$ cat src/pkg/srcs_cfg.svh
// Register offsets, field positions, reset values and timing for the SYSREF capture block.
// Included by the capture core, the top module and the testbench; definitions only.
`ifndef SRCS_CFG_SVH
`define SRCS_CFG_SVH
// Printed offsets are not all multiples of four: they are register indices
`define SRCS_IDX_CTRL1      12'h0120
`define SRCS_IDX_CTRL3      12'h0122
`define SRCS_IDX_TSDLY      12'h0123
`define SRCS_IDX_STAT1      12'h0128
`define SRCS_IDX_STAT2      12'h0129
`define SRCS_IDX_STAT3      12'h012A
`define SRCS_IDX_SYNCM      12'h01FF
`define SRCS_IDX_IRQST      12'h0130
`define SRCS_IDX_IRQMSK     12'h0131
`define SRCS_BIT_FLAGRST    6
`define SRCS_LSB_MODE       1
`define SRCS_LSB_NEGWIN     2
`define SRCS_LSB_HOLD       4
`define SRCS_RST_CTRL1      8'h00
`define SRCS_RST_CTRL3      8'h00
`define SRCS_RST_TSDLY      7'h00
`define SRCS_RST_SYNCM      1'b0
`define SRCS_CNT_WRAP       8'hFF
`define SRCS_DIV_PHASES     16
`endif

$ cat src/pkg/srcs_pkg.sv
// Types shared by the SYSREF capture block.
// Constants live in srcs_cfg.svh.
package srcs_pkg;
   typedef enum logic [1:0] {
      SRCS_MODE_OFF    = 2'b00,
      SRCS_MODE_CONT   = 2'b01,
      SRCS_MODE_NSHOT  = 2'b10,
      SRCS_MODE_RSV    = 2'b11
   } srcs_mode_t;
   typedef enum logic [0:0] {
      SRCS_SYNC_DIVRST = 1'b0,
      SRCS_SYNC_TSTAMP = 1'b1
   } srcs_sync_t;
endpackage

$ cat src/pkg/srcs_cap_if.sv
// Carries one capture event and its outcome between the top and the capture core.
// Single clock domain.
`timescale 1ns/1ps
interface srcs_cap_if;
   logic       event_p;
   logic       miss_p;
   logic [3:0] setup_st;
   logic [3:0] hold_st;
   logic [3:0] phase;
   modport core (output event_p, output miss_p, output setup_st, output hold_st, output phase);
   modport top  (input event_p, input miss_p, input setup_st, input hold_st, input phase);
endinterface

$ cat src/srcs_capture.sv
// Capture core: edge detect on synchronised SYSREF, skew window check, divider phase.
// Assumes sysref_s already passed a two-flop synchroniser.
`timescale 1ns/1ps
`include "srcs_cfg.svh"
module srcs_capture
   import srcs_pkg::*;
(
   input  wire logic        pclk,
   input  wire logic        presetn,
   input  wire logic        sysref_s,
   input  wire logic        enable,
   input  wire logic [1:0]  pos_win,
   input  wire logic [1:0]  neg_win,
   input  wire logic [3:0]  div_phase,
   srcs_cap_if.core         cap
);
   typedef struct packed {
      logic       prev;
      logic       evt;
      logic       miss;
      logic [3:0] setup;
      logic [3:0] hold;
      logic [3:0] phase;
   } srcs_cst_t;
   srcs_cst_t s_q, s_d;

   // Phase counts half input-clock steps; expected capture at phase zero
   function automatic logic [3:0] srcs_margin(input logic [3:0] p);
      return p;
   endfunction

   always_comb begin
      logic [3:0] early;
      logic [3:0] late;
      early = 4'(`SRCS_DIV_PHASES) - div_phase;
      late  = srcs_margin(div_phase);
      s_d = s_q;
      s_d.prev = sysref_s;
      s_d.evt = 1'b0;
      s_d.miss = 1'b0;
      if (enable && sysref_s && !s_q.prev) begin
         s_d.phase = div_phase;
         // Late capture tolerated up to pos window clocks (two half steps each)
         if (late[3:1] <= {1'b0, pos_win} && late[0] == 1'b0) begin
            s_d.evt = 1'b1;
            s_d.setup = 4'h0;
            s_d.hold = 4'h0;
         end else if (early[3:1] <= {1'b0, neg_win} && early[0] == 1'b0) begin
            s_d.evt = 1'b1;
            s_d.setup = 4'h0;
            s_d.hold = 4'h0;
         end else begin
            // One pulse per misaligned capture so the error event is not a level
            s_d.miss  = 1'b1;
            s_d.setup = (early < late) ? early : 4'h0;
            s_d.hold  = (early < late) ? 4'h0 : late;
         end
      end
   end

   always_ff @(posedge pclk or negedge presetn) begin
      if (!presetn) begin
         s_q <= '0;
      end else begin
         s_q <= s_d;
      end
   end

   assign cap.event_p  = s_q.evt;
   assign cap.miss_p   = s_q.miss;
   assign cap.setup_st = s_q.setup;
   assign cap.hold_st  = s_q.hold;
   assign cap.phase    = s_q.phase;

   property p_no_evt_when_off;
      @(posedge pclk) disable iff (!presetn) !enable |=> !cap.event_p;
   endproperty
   a_no_evt_when_off: assert property (p_no_evt_when_off) else $error("event while disabled");
endmodule // srcs_capture

$ cat src/srcs_ts_delay.sv
// Timestamp delay line: shifts the capture mark by 0..127 sample clocks.
// Single clock; mark enters as a one-cycle pulse.
`timescale 1ns/1ps
module srcs_ts_delay #(
   parameter int DEPTH = 128
) (
   input  wire logic                      pclk,
   input  wire logic                      presetn,
   input  wire logic                      mark_in,
   input  wire logic [$clog2(DEPTH)-1:0]  delay,
   output logic                           mark_out
);
   typedef struct packed {
      logic [DEPTH-1:0] line;
      logic             out;
   } srcs_dst_t;
   srcs_dst_t s_q, s_d;

   initial begin
      // The delay code indexes the whole line, so the depth must be a power of two
      if (DEPTH < 2 || (DEPTH & (DEPTH - 1)) != 0) $error("depth must be a power of two");
   end

   always_comb begin
      s_d = s_q;
      s_d.line = {s_q.line[DEPTH-2:0], mark_in};
      s_d.out = (delay == '0) ? mark_in : s_q.line[delay - 1'b1];
   end

   always_ff @(posedge pclk or negedge presetn) begin
      if (!presetn) begin
         s_q <= '0;
      end else begin
         s_q <= s_d;
      end
   end

   assign mark_out = s_q.out;
endmodule // srcs_ts_delay

$ cat src/srcs_top.sv
// SYSREF capture and synchronization block with APB register access.
// Assumes sysref and div_phase arrive asynchronously; dividers live outside.
// Functional notes
// Positive window codes 00..11 tolerate 0..3 late sample clocks; 00 exact
// Negative window codes 10 and 11 tolerate two and three early clocks
// Timestamp mark delayed by 0..127 sample clocks; zero means no delay
// Divider phase at capture reported in half-cycle steps, four bits
// Eight-bit event counter increments per capture and wraps after 255
// Flag-reset bit 6 of control 1 clears the event counter
// Software reads the counter only while capture mode is disabled
// Sync mode 0: each accepted event resets the clock dividers
// In sync mode 0 a forced divider phase change drops the link
// Sync mode 1: no divider reset, link and monitor undisturbed
// Timestamp mode marks the coinciding sample as an output control bit
// While flag-reset is set, setup and hold flags stay cleared
// Setup and hold status fields are read-only and show sampling margin
//
// Register access over APB was chosen for this implementation.
`timescale 1ns/1ps
`include "srcs_cfg.svh"
module srcs_top
   import srcs_pkg::*;
#(
   parameter int TS_DEPTH = 128
) (
   input  wire logic        pclk,
   input  wire logic        presetn,
   input  wire logic        psel,
   input  wire logic        penable,
   input  wire logic        pwrite,
   input  wire logic [15:0] paddr,
   input  wire logic [31:0] pwdata,
   output logic      [31:0] prdata,
   output logic             pready,
   output logic             pslverr,
   input  wire logic        sysref,
   input  wire logic [3:0]  div_phase,
   output logic             div_reset,
   output logic             link_down,
   output logic             ts_ctrl_bit,
   output logic             irq
);
   import srcs_pkg::*;

   typedef struct packed {
      logic [1:0] sr_sync;
      logic [3:0] ph_sync1;
      logic [3:0] ph_sync2;
      logic [7:0] ctrl1;
      logic [3:0] win;
      logic [6:0] tsdly;
      logic       syncm;
      logic [7:0] count;
      logic [3:0] setup;
      logic [3:0] hold;
      logic [3:0] phase;
      logic [1:0] irq_st;
      logic [1:0] irq_msk;
      logic       divrst;
      logic       lnkdn;
      logic [31:0] rdata;
   } srcs_st_t;
   srcs_st_t s_q, s_d;

   srcs_cap_if cap_bus ();
   logic ts_mark;

   initial begin
      if (TS_DEPTH != 128) $error("timestamp delay field is 7 bits; depth must be 128");
   end

   // Word index from byte address; unaligned high bits ignored
   function automatic logic [11:0] srcs_idx(input logic [15:0] a);
      return a[13:2];
   endfunction

   function automatic logic srcs_mapped(input logic [11:0] i);
      return (i == `SRCS_IDX_CTRL1) || (i == `SRCS_IDX_CTRL3) || (i == `SRCS_IDX_TSDLY) ||
             (i == `SRCS_IDX_STAT1) || (i == `SRCS_IDX_STAT2) || (i == `SRCS_IDX_STAT3) ||
             (i == `SRCS_IDX_SYNCM) || (i == `SRCS_IDX_IRQST) || (i == `SRCS_IDX_IRQMSK);
   endfunction

   logic       flag_rst;
   srcs_mode_t cap_mode;
   srcs_sync_t sync_mode;
   assign flag_rst  = s_q.ctrl1[`SRCS_BIT_FLAGRST];
   assign cap_mode  = srcs_mode_t'(s_q.ctrl1[`SRCS_LSB_MODE +: 2]);
   assign sync_mode = srcs_sync_t'(s_q.syncm);

   srcs_capture u_cap (
      .pclk      (pclk),
      .presetn   (presetn),
      .sysref_s  (s_q.sr_sync[1]),
      .enable    (cap_mode != SRCS_MODE_OFF),
      .pos_win   (s_q.win[1:0]),
      .neg_win   (s_q.win[3:2]),
      .div_phase (s_q.ph_sync2),
      .cap       (cap_bus.core)
   );

   srcs_ts_delay #(.DEPTH(TS_DEPTH)) u_dly (
      .pclk     (pclk),
      .presetn  (presetn),
      .mark_in  (cap_bus.event_p && sync_mode == SRCS_SYNC_TSTAMP),
      .delay    (s_q.tsdly),
      .mark_out (ts_mark)
   );

   logic wr_acc;
   logic rd_acc;
   logic [11:0] idx;
   assign idx    = srcs_idx(paddr);
   assign wr_acc = psel && penable && pwrite;
   assign rd_acc = psel && !penable && !pwrite;

   always_comb begin
      s_d = s_q;
      // Two flops before any logic sees the pins
      s_d.sr_sync  = {s_q.sr_sync[0], sysref};
      s_d.ph_sync1 = div_phase;
      s_d.ph_sync2 = s_q.ph_sync1;
      s_d.divrst = 1'b0;
      s_d.lnkdn  = 1'b0;

      if (cap_bus.event_p) begin
         s_d.count = s_q.count + 8'h01;
         s_d.phase = cap_bus.phase;
         if (sync_mode == SRCS_SYNC_DIVRST) begin
            s_d.divrst = 1'b1;
            s_d.lnkdn  = (cap_bus.phase != 4'h0);
         end
      end
      // Status follows each capture outcome; margins from before a flag reset never return
      if (!flag_rst && (cap_bus.event_p || cap_bus.miss_p)) begin
         s_d.setup = cap_bus.setup_st;
         s_d.hold  = cap_bus.hold_st;
      end

      // Events: bit0 capture, bit1 margin error
      if (wr_acc && idx == `SRCS_IDX_IRQST) begin
         s_d.irq_st = s_q.irq_st & ~pwdata[1:0];
      end
      if (cap_bus.event_p) begin
         s_d.irq_st[0] = 1'b1;
      end
      if (!flag_rst && cap_bus.miss_p) begin
         s_d.irq_st[1] = 1'b1;
      end

      if (wr_acc) begin
         if (idx == `SRCS_IDX_CTRL1) begin
            s_d.ctrl1 = {1'b0, pwdata[6], 3'b000, pwdata[2:1], 1'b0};
         end else if (idx == `SRCS_IDX_CTRL3) begin
            s_d.win = pwdata[3:0];
         end else if (idx == `SRCS_IDX_TSDLY) begin
            s_d.tsdly = pwdata[6:0];
         end else if (idx == `SRCS_IDX_SYNCM) begin
            s_d.syncm = pwdata[0];
         end else if (idx == `SRCS_IDX_IRQMSK) begin
            s_d.irq_msk = pwdata[1:0];
         end
      end

      // Flag reset holds status cleared and the counter at zero
      if (flag_rst) begin
         s_d.setup = 4'h0;
         s_d.hold  = 4'h0;
         s_d.count = 8'h00;
      end

      // Read data registered in setup phase; counter stable only when mode off
      if (rd_acc) begin
         if (idx == `SRCS_IDX_CTRL1) begin
            s_d.rdata = {24'h00_0000, s_q.ctrl1};
         end else if (idx == `SRCS_IDX_CTRL3) begin
            s_d.rdata = {28'h000_0000, s_q.win};
         end else if (idx == `SRCS_IDX_TSDLY) begin
            s_d.rdata = {25'h000_0000, s_q.tsdly};
         end else if (idx == `SRCS_IDX_STAT1) begin
            s_d.rdata = {24'h00_0000, s_q.hold, s_q.setup};
         end else if (idx == `SRCS_IDX_STAT2) begin
            s_d.rdata = {28'h000_0000, s_q.phase};
         end else if (idx == `SRCS_IDX_STAT3) begin
            s_d.rdata = {24'h00_0000, s_q.count};
         end else if (idx == `SRCS_IDX_SYNCM) begin
            s_d.rdata = {31'h0000_0000, s_q.syncm};
         end else if (idx == `SRCS_IDX_IRQST) begin
            s_d.rdata = {30'h0000_0000, s_q.irq_st};
         end else if (idx == `SRCS_IDX_IRQMSK) begin
            s_d.rdata = {30'h0000_0000, s_q.irq_msk};
         end else begin
            s_d.rdata = 32'h0000_0000;
         end
      end
   end

   always_ff @(posedge pclk or negedge presetn) begin
      if (!presetn) begin
         s_q         <= '0;
         s_q.ctrl1   <= `SRCS_RST_CTRL1;
         s_q.win     <= 4'h0;
         s_q.tsdly   <= `SRCS_RST_TSDLY;
         s_q.syncm   <= `SRCS_RST_SYNCM;
      end else begin
         s_q <= s_d;
      end
   end

   assign prdata      = s_q.rdata;
   assign pready      = 1'b1;
   assign pslverr     = psel && penable && !srcs_mapped(idx);
   assign div_reset   = s_q.divrst;
   assign link_down   = s_q.lnkdn;
   assign ts_ctrl_bit = ts_mark;
   assign irq         = |(s_q.irq_st & s_q.irq_msk);

   property p_count_inc;
      @(posedge pclk) disable iff (!presetn)
         (cap_bus.event_p && !flag_rst) |=> (s_q.count == $past(s_q.count) + 8'h01);
   endproperty
   a_count_inc: assert property (p_count_inc) else $error("counter did not step");

   property p_count_clr;
      @(posedge pclk) disable iff (!presetn) flag_rst |=> s_q.count == 8'h00;
   endproperty
   a_count_clr: assert property (p_count_clr) else $error("counter not cleared");

   property p_divrst;
      @(posedge pclk) disable iff (!presetn)
         (cap_bus.event_p && sync_mode == SRCS_SYNC_DIVRST) |=> div_reset;
   endproperty
   a_divrst: assert property (p_divrst) else $error("divider reset missing");

   property p_linkdn;
      @(posedge pclk) disable iff (!presetn)
         link_down |-> $past(cap_bus.phase) != 4'h0 && $past(sync_mode) == SRCS_SYNC_DIVRST;
   endproperty
   a_linkdn: assert property (p_linkdn) else $error("link drop without phase change");

   property p_tstamp_quiet;
      @(posedge pclk) disable iff (!presetn)
         $past(sync_mode) == SRCS_SYNC_TSTAMP |-> !div_reset && !link_down;
   endproperty
   a_tstamp_quiet: assert property (p_tstamp_quiet) else $error("timestamp mode disturbed");

   property p_flags_held;
      @(posedge pclk) disable iff (!presetn)
         flag_rst ##1 flag_rst |-> s_q.setup == 4'h0 && s_q.hold == 4'h0;
   endproperty
   a_flags_held: assert property (p_flags_held) else $error("flags not held");

   property p_ts_zero;
      @(posedge pclk) disable iff (!presetn)
         (cap_bus.event_p && sync_mode == SRCS_SYNC_TSTAMP && s_q.tsdly == 7'h00) |=> ts_ctrl_bit;
   endproperty
   a_ts_zero: assert property (p_ts_zero) else $error("undelayed mark missing");

   property p_irq;
      @(posedge pclk) disable iff (!presetn)
         (s_q.irq_st[0] && s_q.irq_msk[0]) |-> irq;
   endproperty
   a_irq: assert property (p_irq) else $error("interrupt not raised");

   property p_pos_win;
      @(posedge pclk) disable iff (!presetn)
         (cap_bus.event_p && !cap_bus.phase[3]) |->
            !cap_bus.phase[0] && cap_bus.phase <= {1'b0, s_q.win[1:0], 1'b0};
   endproperty
   a_pos_win: assert property (p_pos_win) else $error("late capture outside window");

   property p_exact;
      @(posedge pclk) disable iff (!presetn)
         (cap_bus.event_p && s_q.win == 4'h0) |-> cap_bus.phase == 4'h0;
   endproperty
   a_exact: assert property (p_exact) else $error("skewed capture with zero windows");

   property p_neg_win;
      @(posedge pclk) disable iff (!presetn)
         (cap_bus.event_p && cap_bus.phase[3]) |->
            !cap_bus.phase[0] && (5'd16 - {1'b0, cap_bus.phase}) <= {2'b00, s_q.win[3:2], 1'b0};
   endproperty
   a_neg_win: assert property (p_neg_win) else $error("early capture outside window");

   property p_ts_delay1;
      @(posedge pclk) disable iff (!presetn)
         (cap_bus.event_p && sync_mode == SRCS_SYNC_TSTAMP && s_q.tsdly == 7'h01) |->
            ##2 ts_ctrl_bit;
   endproperty
   a_ts_delay1: assert property (p_ts_delay1) else $error("one-cycle mark delay wrong");

   property p_phase_rep;
      @(posedge pclk) disable iff (!presetn)
         cap_bus.event_p |=> s_q.phase == $past(cap_bus.phase);
   endproperty
   a_phase_rep: assert property (p_phase_rep) else $error("phase not reported");

   property p_phase_hold;
      @(posedge pclk) disable iff (!presetn) !cap_bus.event_p |=> $stable(s_q.phase);
   endproperty
   a_phase_hold: assert property (p_phase_hold) else $error("phase moved without capture");

   property p_count_hold;
      @(posedge pclk) disable iff (!presetn)
         (!cap_bus.event_p && !flag_rst) |=> $stable(s_q.count);
   endproperty
   a_count_hold: assert property (p_count_hold) else $error("counter moved without event");

   property p_divrst_src;
      @(posedge pclk) disable iff (!presetn)
         div_reset |-> $past(cap_bus.event_p) && $past(sync_mode) == SRCS_SYNC_DIVRST;
   endproperty
   a_divrst_src: assert property (p_divrst_src) else $error("divider reset without event");

   property p_link_with_rst;
      @(posedge pclk) disable iff (!presetn) link_down |-> div_reset;
   endproperty
   a_link_with_rst: assert property (p_link_with_rst) else $error("link drop alone");

   property p_margin_clean;
      @(posedge pclk) disable iff (!presetn)
         cap_bus.event_p |-> cap_bus.setup_st == 4'h0 && cap_bus.hold_st == 4'h0;
   endproperty
   a_margin_clean: assert property (p_margin_clean) else $error("margin on clean capture");

   property p_miss_flag;
      @(posedge pclk) disable iff (!presetn) (cap_bus.miss_p && !flag_rst) |=> s_q.irq_st[1];
   endproperty
   a_miss_flag: assert property (p_miss_flag) else $error("margin event lost");

   c_capture: cover property (@(posedge pclk) disable iff (!presetn) cap_bus.event_p);
   c_miss:    cover property (@(posedge pclk) disable iff (!presetn) cap_bus.miss_p);
   c_wrap:    cover property (@(posedge pclk) disable iff (!presetn)
                              cap_bus.event_p && s_q.count == 8'hFF);
   c_linkdn:  cover property (@(posedge pclk) disable iff (!presetn) link_down);
   c_mark:    cover property (@(posedge pclk) disable iff (!presetn) ts_ctrl_bit);
endmodule // srcs_top

$ cat config.mk
export PLATFORM = sky130hd
export DESIGN_NAME = srcs_top
export DESIGN_NICKNAME = d
export VERILOG_FILES = /design/src/pkg/srcs_pkg.sv /design/src/pkg/srcs_cap_if.sv /design/src/srcs_capture.sv /design/src/srcs_ts_delay.sv /design/src/srcs_top.sv
export VERILOG_INCLUDE_DIRS = /design/src /design/src/pkg
export SDC_FILE = /design/constraint.sdc
export NUM_CORES = 1
export LEC_CHECK = 0
export BUFFER_PORTS_ARGS = -buffer_cell sky130_fd_sc_hd__buf_4
export CAP_MARGIN = 10
export CORE_MARGIN = 1
export CORE_UTILIZATION = 30
export CTS_CLUSTER_DIAMETER = 150
export DETAILED_ROUTE_END_ITERATION = 12
export GPL_ROUTABILITY_DRIVEN = 1
export SETUP_SLACK_MARGIN = 0.15
export SYNTH_ARGS = -nofsm -noshare
export SYNTH_HDL_FRONTEND = slang
export SYNTH_HIERARCHICAL = 1
export SYNTH_SLANG_ARGS = --single-unit
$ cat constraint.sdc
create_clock -name pclk -period 2.83 [get_ports pclk]
set_clock_uncertainty 0.05 [all_clocks]
set_input_delay 0.566 -clock pclk [delete_from_list [all_inputs] [get_ports pclk]]
set_output_delay 0.566 -clock pclk [all_outputs]
set_load 0.01 [all_outputs]
==> results.json <==
{
  "run_status": "finished clean",
  "worstRegToRegCells": 9,
  "power.density_nw_per_um2": 592,
  "detail_route.wl_per_cell_microns": 16.2,
  "postRouteAntennaNets": 0,
  "die_height_microns": 171,
  "placed_cell_area_sq_um": 9160,
  "synth_async_sr_flop_share_pct": 100,
  "first_iter_violations": 336,
  "clkLatencyLatePin_ps": 490,
  "rr_endpoint": "u_dly/mark_out",
  "worstHoldPathType": "in2reg",
  "synthDominantAreaCellType": "sky130_fd_sc_hd__dfrtp_1",
  "floorplan.die_area_sq_um": 29200,
  "fmax_achieved_mhz": 368,
  "max_cap_viols": 0,
  "grt_start_max_net_pins": 59,
  "drt_drc_violations_left": 0,
  "synth_area_per_cell_sq_um": 13.6,
  "fin_nets": 743,
  "final-hold-violation-count": 0,
  "ys_top_cells_by_count": "203 x sky130_fd_sc_hd__dfrtp_1, 47 x sky130_fd_sc_hd__buf_4, 45 x sky130_fd_sc_hd__nand2_1",
  "combined_area_of_the_multi_input_logic_cells_sq_um": 3010,
  "gp_congestion": 0.840,
  "first_pass_grt_wire_length_mm": 28.1,
  "post-route-period-util_pct": 96.1,
  "final_design_area_no_fill_sq_um": 9970,
  "synthToLayoutAreaGrowth_pct": 16.6,
  "post-route-min-period_ps": 2720,
  "synth.yosys.seq_area_share_pct": 59.4,
  "synth_area_leaders": "sky130_fd_sc_hd__dfrtp_1 59%, sky130_fd_sc_hd__mux4_2 6.8%, sky130_fd_sc_hd__buf_4 4.1%, sky130_fd_sc_hd__mux2_2 2.6%, sky130_fd_sc_hd__mux2i_1 2.3%",
  "endpoint_kind": "output port",
  "filler_cell_count": 2722,
  "ios": 96,
  "worst_r2r_startpoint": "s_q[59]",
  "clkTransAtPathRegs_ps": 50,
  "min-delay-start": "div_phase[3]",
  "maximum_buffer_depth_of_the_clock_tree": 3,
  "initial_utilization_pct": 30.6,
  "cts.sink_count": 203,
  "floorplan_die_width_microns": 171,
  "power.static_leakage_nw": 4.75,
  "totalNegativeSetupSlack_ps": 0,
  "critical_path.startpoint_type": "input pin",
  "slew-limit-headroom_pct": 56.4,
  "htree_levels": 1,
  "critical_path_class": "in2out",
  "first_global_vias": 5096,
  "antenna_found_initial": 2,
  "ff_latch_area_sq_um": 5080,
  "tightestPinTransition_ps": 647,
  "synthesis.area_sq_um": 8560,
  "synth.ff_latch_count": 203,
  "setup.reg_to_reg.worst_slack_ps": 260,
  "predominant_post_synthesis_flop_cell": "sky130_fd_sc_hd__dfrtp_1",
  "floorplan.rows": 61,
  "globalRoute.totalOverflow": 0,
  "via_count": 4989,
  "port_buffer_count": 41,
  "core_area_sq_um": 27900,
  "rsz_0062_raised_after_global_routing": "true",
  "synth.distinct_cells": 75,
  "cp.arrival_ps": 2110,
  "postSynthCellCount": 627,
  "slew_viol_final": 0,
  "detail_route.first_pass.iterations": 5,
  "setup_violations": 0,
  "avgViaCountPerCell": 4.68,
  "worst_hold_path.endpoint": "s_d[81]",
  "worstPathMaxFanout": 2,
  "critical_path_required_ps": 2210,
  "synth_warnings": 6,
  "worstHoldPathCells": 1,
  "synth_enable_flop_cells": 0,
  "final_layout_size_suffix_gt1_share_pct": 26.7,
  "post-synth-top-count-cell": "sky130_fd_sc_hd__dfrtp_1",
  "track_usage_pct": 12.4,
  "dpl.hpwl_mm": 11.9,
  "power.total_mw": 5.90,
  "ir_worst_vdd_mv": 0.452,
  "tritoncts": "built",
  "cts_made_buffers": 21,
  "routed_wire_length_mm": 17.2,
  "clock_tree.root_cell": "sky130_fd_sc_hd__clkbuf_16",
  "netlist.area_leader.share_pct": 59.4
}
==> area by class of cell <==
| cell class | instances | share of cell area [%] |
|---|---|---|
| antenna | 1 | 0.0251 |
| clock buffer | 26 | 5.86 |
| clock inverter | 10 | 1.10 |
| inverter | 17 | 0.778 |
| multi-input combinational | 358 | 30.1 |
| sequential | 203 | 51.0 |
| tap | 378 | 4.74 |
| timing repair buffer | 74 | 6.40 |
==> cells by family after synthesis <==
| family | count (synthesis) | share of synthesized area, % |
|---|---|---|
| adder cells (fa/ha/maj) | 10 | 1.46 |
| flip-flops | 203 | 59.4 |
| AO/OA/AOI/OAI | 93 | 7.41 |
| other | 2 | 0.0878 |
| multiplexers | 79 | 14.8 |
| buffers and inverters | 89 | 6.55 |
| XOR/XNOR | 11 | 1.21 |
| AND/OR/NAND/NOR | 140 | 9.14 |
==> cell usage in the layout, fill, tap and decap left out, drive strengths merged, types with 4 or more instances in the layout <==
| master | instances |
|---|---|
| dfrtp | 203 |
| buf | 72 |
| nand2 | 46 |
| mux4 | 31 |
| mux2 | 28 |
| clkbuf | 27 |
| o21ai | 26 |
| conb | 25 |
| nor2 | 22 |
| a21oi | 21 |
| mux2i | 20 |
| inv | 17 |
| ha | 10 |
| nor2b | 9 |
| nand3 | 8 |
| nand4 | 8 |
| xor2 | 7 |
| nand3b | 6 |
| o22ai | 6 |
| clkinv | 6 |
| a221oi | 5 |
| or3 | 5 |
| a22oi | 4 |
| nand2b | 4 |
| xnor2 | 4 |
| nor3 | 4 |
| or2 | 4 |
| a32o | 4 |
==> worst max-delay path, cell delays in order <==
cell	delay, ps
sky130_fd_sc_hd__buf_8	100
sky130_fd_sc_hd__or4b_4	540
sky130_fd_sc_hd__or4_4	490
sky130_fd_sc_hd__o211ai_1	180
sky130_fd_sc_hd__nor3_1	80
sky130_fd_sc_hd__buf_4	140
==> through the flow <==
| step | hold slack [ps] | setup slack (ps) | instances | utilization, % |
|---|---|---|---|---|
| 2_1_floorplan | 220 | 221 | 650 | - |
| 3_3_place_gp | 286 | 92.4 | 1017 | 32.8 |
| 3_5_place_dp | 286 | 63.9 | 1017 | 32.8 |
| 4_1_cts | 133 | 104 | 1057 | 35.4 |
| 5_1_grt | 134 | 65.1 | 1066 | 35.7 |
| 6_report | 146 | 109 | 1067 | 35.7 |
==> per-layer routing <==
layer  global-route usage, %  vias up  wire, microns
met3                    2.48       31            985
li1                        -     2298              -
met2                    18.8      137           7650
met4                    3.65        2            388
met5                       0        -             17
met1                    17.8     2521           8210
==> how the worst max path moves through the flow <==
stage | endpoint | slack [ps] | cells after the start | from
floorplan | pslverr | 220 | 5 | paddr[11]
global placement | pslverr | 90 | 6 | paddr[11]
detailed placement | pslverr | 60 | 6 | paddr[11]
CTS | pslverr | 100 | 6 | paddr[4]
global route | pslverr | 70 | 6 | paddr[4]
finish | pslverr | 110 | 6 | paddr[4]
==> flip-flops by register name, indices dropped and copies added (netlist names), 2 cells and up <==
register            count
u_cap/cap.setup_st      4
s_d                     5
u_cap/cap.phase         4
cap_mode                2
u_dly/s_d             127
prdata                  8
s_q                    40
u_cap/cap.hold_st       4
==> what timing repair did <==
item / in CTS / in global routing
hold endpoints to repair: 46 / 0
pin swaps: 5 / 1
hold buffers: 1 / 0
setup buffers: 3 / 9
setup endpoints to repair: 1 / 2
resized for setup: 4 / 0
==> where the power goes <==
| part | internal [mW] | total (mW) | switching, mW |
|---|---|---|---|
| clock | 1.65 | 2.75 | 1.10 |
| combinational | 0.0808 | 0.225 | 0.144 |
| sequential | 2.92 | 2.93 | 0.00988 |
| total | 4.64 | 5.90 | 1.26 |
Note: power is estimated with default switching activity, not from simulation.
